### src/rtl/isf_pkg.sv
// Package: register map, field positions and bus carriers of the address status flags block
package isf_pkg;
    localparam int unsigned ISF_AW = 12;

    // Register byte addresses
    localparam logic [11:0] OFF_BUS_STATUS_0     = 12'h000;
    localparam logic [11:0] OFF_SERIAL_CONTROL_0 = 12'h004;
    localparam logic [11:0] OFF_OWN_SLAVE_ADDR   = 12'h008;

    // Field positions in bus_status_0
    localparam int unsigned BIT_EXTENSION_CODE = 1;
    localparam int unsigned BIT_ADDRESS_MATCH  = 2;
    localparam int unsigned BIT_DIRECTION      = 3;

    // Field positions in serial_control_0
    localparam int unsigned BIT_SHIFT_OUT      = 0;
    localparam int unsigned BIT_RELEASE        = 6;
    localparam int unsigned BIT_ENABLE         = 7;

    // Reset values
    localparam logic [7:0]  RST_OWN_SLAVE_ADDR = 8'h00;
    localparam logic [31:0] RST_PRDATA         = 32'h0000_0000;

    // Extension code nibbles, last address bit count and bit counter steps
    localparam logic [3:0]  EXT_CODE_LOW       = 4'h0;
    localparam logic [3:0]  EXT_CODE_HIGH      = 4'hF;
    localparam logic [3:0]  ADDR_LAST_BIT      = 4'h7;
    localparam logic [3:0]  BIT_CNT_ONE        = 4'h1;
    localparam logic [3:0]  BIT_CNT_ZERO       = 4'h0;

    typedef struct packed {
        logic              psel;
        logic              penable;
        logic              pwrite;
        logic [ISF_AW-1:0] paddr;
        logic [31:0]       pwdata;
    } isf_apb_req_t;

    typedef struct packed {
        logic [31:0] prdata;
        logic        pready;
        logic        pslverr;
    } isf_apb_rsp_t;

    typedef struct packed {
        logic scl;
        logic sda;
    } isf_pins_t;
endpackage : isf_pkg

### src/rtl/isf_sync.sv
// Two-stage synchroniser for the serial clock and data pins
`timescale 1ns/100ps
module isf_sync #(
    parameter int unsigned WIDTH = 2
) (
    input  wire logic             pclk,
    input  wire logic             presetn,
    input  wire logic [WIDTH-1:0] async_in,
    output logic      [WIDTH-1:0] sync_out
);
    typedef struct packed {
        logic [WIDTH-1:0] meta;
        logic [WIDTH-1:0] stable;
    } isf_sync_state_t;

    isf_sync_state_t s;
    isf_sync_state_t next_s;

    always_comb begin
        next_s        = s;
        next_s.meta   = async_in;
        next_s.stable = s.meta;
    end

    // Idle bus level is high, so reset to ones avoids a false start after reset
    always_ff @(posedge pclk or negedge presetn) begin
        if (!presetn) begin
            s <= '1;
        end else begin
            s <= next_s;
        end
    end

    assign sync_out = s.stable;
endmodule : isf_sync

### src/rtl/isf_status.sv
// Address detection status flags with APB register access
//
// The APB interface to the registers and the register offsets are this design's own decisions.
`timescale 1ns/100ps
module isf_status
    import isf_pkg::*;
(
    input  wire logic                  pclk,
    input  wire logic                  presetn,
    input  wire isf_pkg::isf_apb_req_t apb_req,
    output isf_pkg::isf_apb_rsp_t      apb_rsp,
    input  wire logic                  scl_in,
    input  wire logic                  sda_in,
    output logic                       sda_out,
    output logic                       sda_oe
);
    import isf_pkg::*;

    typedef struct packed {
        isf_pins_t   prev;
        logic [3:0]  bit_cnt;
        logic [7:0]  shift;
        logic        addr_phase;
        logic        extension_code_flag;
        logic        address_match_flag;
        logic        transfer_direction_flag;
        logic        interface_enable;
        logic        shift_out_latch;
        logic [7:0]  own_slave_address;
        logic [31:0] prdata;
    } isf_state_t;

    isf_state_t s;
    isf_state_t next_s;
    isf_pins_t  pins;

    logic       scl_rise;
    logic       start_det;
    logic       stop_det;
    logic       eighth_edge;
    logic [7:0] addr_byte;
    logic       ext_hit;
    logic       match_hit;
    logic       setup_phase;
    logic       wr_access;
    logic       release_wr;
    logic       enable_fall;
    logic       flag_clear;
    logic       addr_known;
    logic [31:0] read_mux;

    isf_sync #(
        .WIDTH (2)
    ) u_pin_sync (
        .pclk     (pclk),
        .presetn  (presetn),
        .async_in ({scl_in, sda_in}),
        .sync_out (pins)
    );

    // Bus conditions seen on the synchronised pins
    assign scl_rise  = pins.scl & ~s.prev.scl;
    assign start_det = s.interface_enable & pins.scl & s.prev.scl & s.prev.sda & ~pins.sda;
    assign stop_det  = s.interface_enable & pins.scl & s.prev.scl & ~s.prev.sda & pins.sda;

    // Only the first byte after a start is treated as an address
    assign eighth_edge = s.interface_enable & s.addr_phase & scl_rise
                         & (s.bit_cnt == ADDR_LAST_BIT);
    assign addr_byte   = {s.shift[6:0], pins.sda};
    assign ext_hit     = (addr_byte[7:4] == EXT_CODE_LOW)
                         | (addr_byte[7:4] == EXT_CODE_HIGH);
    assign match_hit   = (addr_byte[7:1] == s.own_slave_address[7:1]);

    // APB decode; zero wait states, every access completes in its first access cycle
    assign setup_phase = apb_req.psel & ~apb_req.penable;
    assign wr_access   = apb_req.psel & apb_req.penable & apb_req.pwrite;
    assign addr_known  = (apb_req.paddr == OFF_BUS_STATUS_0)
                         | (apb_req.paddr == OFF_SERIAL_CONTROL_0)
                         | (apb_req.paddr == OFF_OWN_SLAVE_ADDR);
    assign release_wr  = wr_access & (apb_req.paddr == OFF_SERIAL_CONTROL_0)
                         & apb_req.pwdata[BIT_RELEASE];
    assign enable_fall = wr_access & (apb_req.paddr == OFF_SERIAL_CONTROL_0)
                         & s.interface_enable & ~apb_req.pwdata[BIT_ENABLE];
    assign flag_clear  = start_det | stop_det | release_wr | enable_fall;

    always_comb begin
        read_mux = RST_PRDATA;
        case (apb_req.paddr)
            OFF_BUS_STATUS_0: begin
                read_mux[BIT_EXTENSION_CODE] = s.extension_code_flag;
                read_mux[BIT_ADDRESS_MATCH]  = s.address_match_flag;
                read_mux[BIT_DIRECTION]      = s.transfer_direction_flag;
            end
            OFF_SERIAL_CONTROL_0: begin
                read_mux[BIT_ENABLE]    = s.interface_enable;
                read_mux[BIT_SHIFT_OUT] = s.shift_out_latch;
            end
            OFF_OWN_SLAVE_ADDR: begin
                read_mux[7:0] = s.own_slave_address;
            end
            default: begin
                read_mux = RST_PRDATA;
            end
        endcase
    end

    always_comb begin
        next_s      = s;
        next_s.prev = pins;

        // Register writes; bus_status_0 has no write path at all
        if (wr_access) begin
            case (apb_req.paddr)
                OFF_SERIAL_CONTROL_0: begin
                    next_s.interface_enable = apb_req.pwdata[BIT_ENABLE];
                    next_s.shift_out_latch  = apb_req.pwdata[BIT_SHIFT_OUT];
                end
                OFF_OWN_SLAVE_ADDR: begin
                    next_s.own_slave_address = apb_req.pwdata[7:0];
                end
                default: begin
                    next_s.own_slave_address = s.own_slave_address;
                end
            endcase
        end
        if (setup_phase) begin
            next_s.prdata = read_mux;
        end

        // Address byte collection
        if (start_det) begin
            next_s.addr_phase = 1'b1;
            next_s.bit_cnt    = BIT_CNT_ZERO;
        end else if (s.addr_phase & scl_rise & s.interface_enable) begin
            next_s.shift   = addr_byte;
            next_s.bit_cnt = s.bit_cnt + BIT_CNT_ONE;
            if (eighth_edge) begin
                next_s.addr_phase = 1'b0;
            end
        end
        if (stop_det | enable_fall) begin
            next_s.addr_phase = 1'b0;
        end

        // Clears first, so a set in the same cycle wins
        if (flag_clear) begin
            next_s.extension_code_flag     = 1'b0;
            next_s.address_match_flag      = 1'b0;
            next_s.transfer_direction_flag = 1'b0;
        end
        if (eighth_edge) begin
            if (ext_hit) begin
                next_s.extension_code_flag = 1'b1;
            end
            if (match_hit) begin
                next_s.address_match_flag      = 1'b1;
                next_s.transfer_direction_flag = addr_byte[0];
            end
        end
    end

    always_ff @(posedge pclk or negedge presetn) begin
        if (!presetn) begin
            s                   <= '0;
            s.prev              <= '1;
            s.own_slave_address <= RST_OWN_SLAVE_ADDR;
            s.prdata            <= RST_PRDATA;
        end else begin
            s <= next_s;
        end
    end

    assign apb_rsp.prdata  = s.prdata;
    assign apb_rsp.pready  = 1'b1;
    assign apb_rsp.pslverr = apb_req.psel & apb_req.penable & ~addr_known;

    // Receive leaves the line released; transmit drives the latch value
    assign sda_out = s.shift_out_latch;
    assign sda_oe  = s.transfer_direction_flag;
endmodule : isf_status

### config.mk
export PLATFORM = sky130hd
export DESIGN_NAME = isf_status
export DESIGN_NICKNAME = d
export VERILOG_FILES = /design/src/rtl/isf_pkg.sv /design/src/rtl/isf_sync.sv /design/src/rtl/isf_status.sv
export SDC_FILE = /design/constraint.sdc
export NUM_CORES = 1
export LEC_CHECK = 0
export BUFFER_PORTS_ARGS = -buffer_cell sky130_fd_sc_hd__buf_2
export CAP_MARGIN = 20
export CORE_ASPECT_RATIO = 1.2
export CORE_MARGIN = 8
export CORE_UTILIZATION = 51
export DETAILED_ROUTE_END_ITERATION = 12
export PLACE_DENSITY = 0.82
export SLEW_MARGIN = 10
export SYNTH_ARGS = -nofsm -noshare
export SYNTH_HDL_FRONTEND = slang
export SYNTH_SLANG_ARGS = --single-unit
### constraint.sdc
create_clock -name pclk -period 2.4 [get_ports pclk]
set_input_delay 0.24 -clock pclk [delete_from_list [all_inputs] [get_ports pclk]]
set_output_delay 0.24 -clock pclk [all_outputs]
set_load 0.01 [all_outputs]
## After elaboration in Yosys (flattened, before gate mapping)

Index checks and enable logic that the tools add are counted.

| storage, ports and cells | value |
|---|---|
| output and inout port bits | 36 |
| register bits after elaboration | 40 |
| input bits | 51 |

| cells by class | value |
|---|---|
| add/subtract/negate cells | 1 |
| bitwise operators | 34 |
| reduce and logical (&&, ||, !) cells | 9 |
| multiplexer cells | 13 |
| equal/unequal tests | 5 |

Operators with widths:

| cell | count |
|---|---|
| $and A1 B1 Y1 | 20 |
| $mux W13 | 1 |
| $eq A12 B3 Y1 const B | 1 |
| $eq A12 B4 Y1 const B | 1 |
| $logic_not A12 Y1 | 1 |
| $mux W3 | 3 |
| $reduce_and A2 Y1 | 4 |
| $eq A7 B7 Y1 | 1 |
| $not A1 Y1 | 7 |
| $or A1 B1 Y1 | 7 |
| $pmux W3 S2 | 1 |
| $reduce_bool A3 Y1 | 2 |
| $add A4 B1 Y4 const B | 1 |
| $eq A4 B3 Y1 const B | 1 |
| $eq A4 B4 Y1 const B | 1 |
| $logic_not A4 Y1 | 1 |
| $mux W1 | 4 |
| $mux W4 | 1 |
| $pmux W1 S2 | 2 |
| $mux W2 | 1 |
| $reduce_bool A2 Y1 | 1 |

## Logic depth before layout (Yosys ltp)

Gate-level depths: netlist of run 1.

| depth | value |
|---|---|
| depth in word-level cells | 10 |
| mapped depth | 5 |
| depth with buffers taken out | 4 |

## Modules after synthesis

Synthesis of run 1 repeated with hierarchy kept, for this count alone.

| second synthesis, totals | value |
|---|---|
| cell total of the unflattened synthesis | 191 |
| area, all modules | 2015.7 um^2 |

Modules (own cells, without submodules):

| module | cells an instance | times used | area each (um^2) |
|---|---|---|---|
| isf_status | 187 | 1 | 1910.6 |
| isf_sync | 4 | 1 | 105.1 |

## Worst setup path after synthesis of run 1

Ideal clock, no wire load.

| path | value |
|---|---|
| path kind | input -> register |
| start | in apb_req[35] (netlist name) |
| end | reg s[41] (netlist name) |
| stages on the path | 4 |
| path slack | 0.622 ns |
| arrival | 1.653 ns |
| buffers on the path | 1 |
| data required time | 2.275 ns |
| cell sequence | buf_2 > or4b_1 > nor4b_4 > mux2_2 |

| on the way | value |
|---|---|
| longest elaborated chain between the ends | 2 |

Ends and longest elaborated chain:

| what | RTL line | RTL |
|---|---|---|
| start, declared | isf_status.sv:10 | `input wire isf_pkg::isf_apb_req_t apb_req,` |
| $eq A12 B3 Y1 | isf_status.sv:113 | `case (apb_req.paddr)` |
| $reduce_and A2 Y1 (no source line) | - |  |
| end signal, assigned | isf_status.sv:169 | `s <= next_s;` |
| end, declared | isf_status.sv:33 | `isf_state_t s;` |

Every way passes these cells.
A chain may end at the register's enable or synchronous reset.

==> impl_metrics.ini, run 1 <==
[power]
cellLeakagePower_nw = 1.15
ir_drop_mv = 0.430
finalPower_mw = 1.17
power_density_mw_per_mm2 = 537

[logic_synthesis]
synth_top_flop_cell = dfrtp_1
synth_edf_count = 0
synth_xor_area_frac = 0.0393
synth_top_family_by_area = simple AND/OR/NAND/NOR gates
syn_avg_cell_area_sq_um = 10.6
synth_cell_type_count = 37
yosys_warnings = 0
yosysSeqAreaShare = 0.490
synth-adder-area-share = 0.00624
async_reset_ff_frac = 1.00
yosys.area_share.simple = 0.177
syn_inst = 189
synthMuxAreaShare = 0.0711
synth_area_sq_mm = 0.00201
synth_compound_area_frac = 0.0767
ys_ff_latch = 39

[placed_design]
dp_hpwl_mm = 2.91
dpl-instance-area_sq_mm = 0.00210
dp_slack_ns = 0.440
portBuffers = 37
gp_congestion = 0.821

[cells_and_area]
nets = 273
stdcell_area_sq_mm = 0.00218
diodes = 0
final_layout_size_suffix_gt1_frac = 0.297
syn2layout_area_growth_pct = 8.55
nFillCells = 360

[global_route]
grt_max_degree = 40
grt-ovfl-total = 0
grt_use_total = 0.122
antenna_found_initial = 0
top_usage_layer = met2
grt_pass1_wl_mm = 6.07
use_met1 = 0.123
grt_pass1_vias = 1389
grt_use_met2 = 0.225
gr-usage-met3 = 0.0405

[routing]
drt_iter0_drc = 54
drtAntennaViolNets = 0
drc_errors = 0
wl_per_cell_um = 13.6
firstDrtPassIters = 4
vias_per_cell = 4.86
num_vias = 1342
drt-total-wl_mm = 3.74

[setup_path]
crit_arrival_ns = 1.63
worst-setup-path-type = primary input to primary output
required_ns = 2.16
worstSetupStartpointType = primary input
crit_path_end_kind = primary output
cp_max_fo = 10

[timing]
fin_skew_ns = 0.00755
fmax_ghz = 0.533
worst_pin_slew_ns = 0.843
fin_crit_ns = 1.87
rsz0062_at_grt = false
finalMaxSlewViolations = 0
setup_tns_ns = 0
setup-violations-final = 0
finalHoldViolations = 0
fin_crit_sh = 0.781
finalWorstSetupSlack_ns = 0.525
maxSlewHeadroom = 0.438

[clock_tree]
worstSkewPairLatency_ns = 0.29
clock_sinks = 39
cts_setup_buffers = 0
cts_buffers = 5
cts-root-buf = clkbuf_8
cts_tree = built
cts_resized = 0
cts_hold_buffers = 0
clk_path_buf_depth = 2
h-tree-depth = 2
clk_pin_slew_ns = 0.07

[floorplanning]
ioPinCount = 87
dieHeight_um = 84.7
die-area_sq_mm = 0.00620
start_util = 0.521
core-area_sq_mm = 0.00385
die_w_um = 73.2
fp-row-count = 25

[worst_hold_path]
hold_path.class = primary input to async pin

[flow_run]
drv_cap = 0

[outcome]
status = complete, no violations
-- layout make-up --
cell class / count / area, sq um / share of cell area
multi-input combinational: 134 / 837 / 0.384
clock buffer: 7 / 76.3 / 0.0351
tap: 54 / 67.6 / 0.0310
sequential: 39 / 983 / 0.452
timing repair buffer: 39 / 200 / 0.0920
clock inverter: 1 / 5.00 / 0.00230
inverter: 2 / 7.51 / 0.00345
-- placed cells by master (no fill, tap or decap), types with 2 or more instances in the layout --
cell type / instances
buf_2: 37
dfrtp_1: 33
nand2_1: 29
conb_1: 25
mux2_2: 10
xnor2_1: 7
nor2_1: 7
nand3_1: 6
o21ai_0: 6
dfstp_2: 6
a21oi_1: 5
clkbuf_8: 5
a22o_1: 4
a21o_1: 3
nand2b_1: 3
nand4_1: 3
nor3_1: 3
mux2i_1: 3
inv_1: 2
or4_4: 2
nand4b_1: 2
xor2_1: 2
clkbuf_1: 2
buf_4: 2
-- kinds of logic after synthesis --
group	count (synthesis)
flops	39
fa+ha+maj	1
compound gates	23
buf+inv	39
other cells	2
xor+xnor	9
simple gates	63
mux	13
-- power by group --
| part | total [mW] | internal [mW] | switching, mW |
|---|---|---|---|
| clock network | 0.416 | 0.204 | 0.213 |
| registers | 0.673 | 0.669 | 0.00463 |
| logic | 0.0795 | 0.0256 | 0.0539 |
-- sequential cells by signal (all words and copies together) (netlist names) --
register,flops
u_pin_sync.next_s,2
u_pin_sync.sync_out,2
sda_oe,1
apb_rsp,8
sda_out,1
addr_byte,7
s,18
-- metrics by stage --
step	util	cells	hold WS [ns]
2_1_floorplan	-	212	-0.0556
3_3_place_gp	0.545	268	0.345
3_5_place_dp	0.545	268	0.347
4_1_cts	0.566	276	0.0391
5_1_grt	0.566	276	0.0317
6_report	0.566	276	0.0490
-- worst max-delay path, cell delays in order --
cell and delay [ns]:
buf_2 0.18, or4b_1 0.61, nor3_1 0.33, nor3_1 0.11, buf_2 0.16
-- synth_stat cells (2+ instances only) --
| master | number | share of area |
|---|---|---|
| nand2_1 | 29 | 0.054 |
| nand3_1 | 6 | 0.015 |
| mux2_2 | 10 | 0.056 |
| nor2_1 | 7 | 0.013 |
| inv_1 | 2 | 0.0037 |
| a21oi_1 | 5 | 0.012 |
| nand2b_1 | 3 | 0.0094 |
| a22o_1 | 4 | 0.017 |
| buf_4 | 33 | 0.12 |
| dfstp_2 | 6 | 0.079 |
| nand4_1 | 3 | 0.0094 |
| clkbuf_1 | 3 | 0.0056 |
| a21o_1 | 3 | 0.011 |
| nand4b_1 | 2 | 0.0087 |
| or4_4 | 2 | 0.011 |
| dfrtp_1 | 33 | 0.41 |
| xor2_1 | 2 | 0.0087 |
| mux2i_1 | 3 | 0.015 |
| xnor2_1 | 7 | 0.031 |
| conb_1 | 2 | 0.0037 |
| nor3_1 | 3 | 0.0075 |
| o21ai_0 | 6 | 0.015 |
-- final timing paths --
path	startpoint	endpoint	slack [ns]	cells past startpoint
worst max-delay path	apb_req[35]	apb_rsp[0]	0.53	5
max in group asynchronous	presetn	sda_oe	1.82	1
worst min-delay path	presetn	addr_byte[7]	0.05	1
min in group pclk	scl_in	u_pin_sync.next_s[1]	0.05	1
worst min register to register	u_pin_sync.next_s[1]	u_pin_sync.sync_out[1]	0.36	0
worst max register to register	u_pin_sync.sync_out[1]	sda_oe	0.78	4
-- per-layer routing --
layer  vias up  share of wire
li1        655              -
met5         -              0
met2        38           0.53
met3         4          0.079
met4         0          0.010
met1       645           0.38
Note: power is estimated with default switching activity, not from simulation.
==> run 2: changes to the inputs <==
Settings changed: CORE_UTILIZATION 51 to 47, PLACE_DENSITY 0.82 to 0.76.
Clock period 2.4 ns to 1.9 ns, I/O delays scaled along.
==> run 2 against run 1 <==
Against the previous run:
- final cell count up 2.9%
- global-route usage increased by 0.33 points
- clock power grew 71%
- critical path type unchanged
- via count grew 2.2%
- register-to-register slack lost 0.48 ns
- sequential cell count stayed put
- wire length up 2.3%
- non-clock buffer count increased by 6
==> impl_metrics.ini, run 2 (synthesis gave the netlist of run 1 again) <==
[routing]
drc_errors = 0
vias_per_cell = 4.83
wl_per_cell_um = 13.5
firstDrtPassIters = 4
num_vias = 1372
drtAntennaViolNets = 0
drt-total-wl_mm = 3.83
drt_iter0_drc = 32

[clock_tree]
clock_sinks = 39
cts-root-buf = clkbuf_8
cts_setup_buffers = 0
cts_tree = built
cts_buffers = 5
worstSkewPairLatency_ns = 0.29
clk_pin_slew_ns = 0.08
h-tree-depth = 2
clk_path_buf_depth = 2

[floorplanning]
ioPinCount = 87
core-area_sq_mm = 0.00420
die-area_sq_mm = 0.00662
die_w_um = 75.6
dieHeight_um = 87.6
start_util = 0.478
fp-row-count = 26

[cells_and_area]
largest-register = s
mostFrequentLayoutCells = 37 x buf_2, 33 x dfrtp_1, 29 x nand2_1, 25 x conb_1, 10 x mux2_2
syn2layout_area_growth_pct = 13.1
nFillCells = 404
layout_commonest_cell = buf_2
diodes = 0
largest_reg_flops = 18
final_layout_size_suffix_gt1_frac = 0.311
nets = 279
instances_no_fill = 284

[global_route]
grt_pass1_vias = 1413
grt_use_total = 0.125
grt-ovfl-total = 0
grt_pass1_wl_mm = 6.37
antenna_found_initial = 0
grt_max_degree = 40

[timing]
worst_pin_slew_ns = 0.505
fin_crit_ns = 1.70
whs_ns = 0.129
maxSlewHeadroom = 0.663
fin_crit_sh = 0.894
setup-violations-final = 0
setup_tns_ns = 0
fin_skew_ns = 0.00668
fmax_ghz = 0.589
finalMaxSlewViolations = 0
rsz0062_at_grt = false
finalHoldViolations = 0
finalWorstSetupSlack_ns = 0.201

[setup_path]
worstSetupStartpointType = primary input
crit_arrival_ns = 1.51
crit_path_end_kind = primary output
worst-setup-path-type = primary input to primary output
required_ns = 1.71
cp_max_fo = 9

[power]
cellLeakagePower_nw = 1.19
power_density_mw_per_mm2 = 736
ir_drop_mv = 0.382

[placed_design]
place_inst = 273
dp_slack_ns = 0.0793
dp_hpwl_mm = 2.90
portBuffers = 37
gp_congestion = 0.766

[outcome]
status = complete, no violations

[flow_run]
drv_cap = 0

[worst_hold_path]
hold_path.class = primary input to flip-flop
run 2: changes by cell type in the layout (fill, tap and decap cells not counted), sizes merged:
| cell | change |
|---|---|
| clkbuf | -1 |
| dlygate4sd3 | +3 |
| buf | +3 |
| bufinv | +1 |
run 2: worst max-delay path, stage by stage:
cell and delay (ns):
buf_2 0.10, or4_4 0.57, nor3_4 0.25, buf_4 0.20, nor3_1 0.05, buf_2 0.14
run 2: power breakdown:
part	total (mW)	switching [mW]	internal, mW
clock network	0.712	0.287	0.425
registers	0.850	0.00586	0.844
logic	0.108	0.0691	0.0391
run 2: layer usage:
layer  up-vias  global-route usage  routed length [um]
met5         -                   0                   0
met4         0              0.0263                  28
met3         2              0.0389                 302
met2        41               0.224                2080
met1       664               0.140                1420
li1        665                   -                   -
run 2: path summary, 6_finish.rpt:
check | to | slack [ns] | from | cells past startpoint
max in group asynchronous | s[59] | 1.06 | presetn | 3
min reg2reg | u_pin_sync.sync_out[1] | 0.36 | u_pin_sync.next_s[1] | 0
min | s[34] | 0.13 | apb_req[2] | 2
max reg2reg | sda_oe | 0.30 | u_pin_sync.sync_out[1] | 4
min in group asynchronous | s[34] | 0.48 | presetn | 3
max | apb_rsp[0] | 0.20 | apb_req[41] | 6
run 2: timing repair:
action / CTS / global route
endpoints found under the setup margin: 0 / 0
hold buffers: 3 / 0
hold endpoints to repair: 35 / 0
gates resized for setup: 0 / 0
run 2: through the flow:
stage	power, mW	util	cell area (sq um)
6_report	1.67	0.541	2270
5_1_grt	1.73	0.541	2270
4_1_cts	1.69	0.541	2270
3_5_place_dp	0.969	0.505	2120
3_3_place_gp	0.967	0.505	2120
2_1_floorplan	0.957	-	2090
run 2: layout make-up:
cell class / count / area, sq um / share of cell area
well taps: 56 / 70.1 / 0.0309
inverters: 2 / 7.51 / 0.00331
flip-flops and latches: 39 / 983 / 0.434
multi-input cells: 134 / 837 / 0.369
clock inverters: 2 / 35.0 / 0.0154
repair buffers: 45 / 253 / 0.111
clock buffers: 6 / 82.6 / 0.0364
==> run 3: changes to the inputs <==
--- a/config.mk
+++ b/config.mk
@@ -8,5 +8,5 @@
 export BUFFER_PORTS_ARGS = -buffer_cell sky130_fd_sc_hd__buf_2
 export CAP_MARGIN = 20
-export CORE_ASPECT_RATIO = 1.2
+export CORE_ASPECT_RATIO = 0.8
 export CORE_MARGIN = 8
 export CORE_UTILIZATION = 47
==> constraint.sdc (replaced) <==
create_clock -name pclk -period 1.9 [get_ports pclk]
set_input_delay 0.19 -clock pclk [delete_from_list [all_inputs] [get_ports pclk]]
set_output_delay 0.19 -clock pclk [all_outputs]
set_load 0.05 [all_outputs]
==> run 3 against run 2 <==
Against the previous run:
- via count up 3.3%
- non-clock buffer count up 1
- first-iteration DRC count up 100%
- total power up 12%
==> impl_metrics.ini, run 3 (synthesis gave the netlist of run 1 again) <==
[cells_and_area]
mostFrequentLayoutCells = 37 x buf_2, 33 x dfrtp_1, 29 x nand2_1, 25 x conb_1, 10 x mux2_2
seq_area_sq_um = 983
largest-register = s
multi_input_area_sq_um = 842
final_util = 0.553
nets = 280
nFillCells = 386
final_layout_size_suffix_gt1_frac = 0.314
layout_commonest_cell = buf_2
syn2layout_area_growth_pct = 14.5
largest_reg_flops = 18
diodes = 0

[global_route]
grt-ovfl-total = 0
grt_max_degree = 40
antenna_found_initial = 0
grt_pass1_wl_mm = 6.52
grt_pass1_vias = 1377
grt_use_total = 0.129

[floorplanning]
die_w_um = 89.0
core-area_sq_mm = 0.00415
die-area_sq_mm = 0.00663
ioPinCount = 87
start_util = 0.483
dieHeight_um = 74.4
fp-row-count = 21

[timing]
setup_tns_ns = 0
setup-violations-final = 0
rsz0062_at_grt = false
finalHoldViolations = 0
fin_skew_ns = 0.00492
fin_crit_ns = 1.78
fmax_ghz = 0.562
fin_crit_sh = 0.937
worst_pin_slew_ns = 0.527
maxSlewHeadroom = 0.649
finalMaxSlewViolations = 0

[clock_tree]
clock_sinks = 39
h-tree-depth = 2
clk_pin_slew_ns = 0.08
cts_tree = built
cts-root-buf = clkbuf_8
clk_path_buf_depth = 2
worstSkewPairLatency_ns = 0.29
cts_buffers = 5

[power]
ir_drop_mv = 0.543
finalPower_mw = 1.87
cellLeakagePower_nw = 1.20
power_density_mw_per_mm2 = 815

[routing]
vias_per_cell = 4.95
drc_errors = 0
drtAntennaViolNets = 0
wl_per_cell_um = 14.1
drt_iter0_drc = 65
drt-total-wl_mm = 4.04
firstDrtPassIters = 4
num_vias = 1417

[flow_run]
drv_cap = 0

[setup_path]
crit_path_end_kind = primary output
worst-setup-path-type = primary input to primary output
cp_max_fo = 9
rrSetupSlack_ns = 0.30
worstSetupStartpointType = primary input
required_ns = 1.71
crit_arrival_ns = 1.59

[outcome]
status = complete, no violations

[placed_design]
dp_hpwl_mm = 3.14
portBuffers = 37
gp_congestion = 0.761

[worst_hold_path]
hold_path.class = primary input to flip-flop
[run 3: cell count changes in the layout (fill, tap and decap cells not counted), sizes merged]
cell    before  now
buf         42   43
bufinv       1    2
clkinv       1    0
[run 3: final timing paths]
check,from,endpoint,cells past startpoint
worst max-delay path,apb_req[41],apb_rsp[0],6
worst min-delay path,apb_req[2],s[34],2
worst max register to register,u_pin_sync.sync_out[1],sda_oe,4
worst min register to register,u_pin_sync.next_s[1],u_pin_sync.sync_out[1],0
max in group asynchronous,presetn,s[59],3
min in group asynchronous,presetn,sda_out,3
[run 3: where the power goes]
| group | internal [mW] | switching [mW] |
|---|---|---|
| Sequential | 0.844 | 0.00645 |
| Combinational | 0.0395 | 0.168 |
| Clock | 0.525 | 0.289 |
| Total | 1.41 | 0.463 |
[run 3: repair_timing]
item                      4_1_cts  5_1_grt
hold endpoints to repair       35        0
hold buffers                    3        0
buffers inserted                0        0
resized for setup               0        0
[run 3: stage by stage]
stage / area, sq um / hold slack (ns) / cells / setup slack [ns]
after detailed placement: 2130 / 0.271 / 275 / 0.0914
final: 2300 / 0.124 / 286 / 0.119
after global routing: 2300 / 0.111 / 286 / 0.0697
after global placement: 2130 / 0.263 / 275 / 0.0974
after CTS: 2300 / 0.122 / 286 / 0.114
after floorplan: 2100 / -0.106 / 212 / 0.172
[run 3: final cells by class]
cell class / instances / share of cell area
Clock buffer: 6 / 0.0316
Clock inverter: 2 / 0.0261
Inverter: 2 / 0.00327
Multi-Input combinational cell: 134 / 0.367
Sequential cell: 39 / 0.428
Tap cell: 57 / 0.0310
Timing Repair Buffer: 46 / 0.113
[run 3: per-layer routing]
metal | GRT usage | part of all wire
met5 | 0 | 0
met4 | 0.0165 | 0.0032
met3 | 0.0541 | 0.077
met2 | 0.191 | 0.48
met1 | 0.174 | 0.44
[run 3: critical path: stages]
cell    delay, ns
buf_2        0.10
or4_4        0.57
nor3_4       0.25
buf_4        0.21
nor3_2       0.04
buf_2        0.22
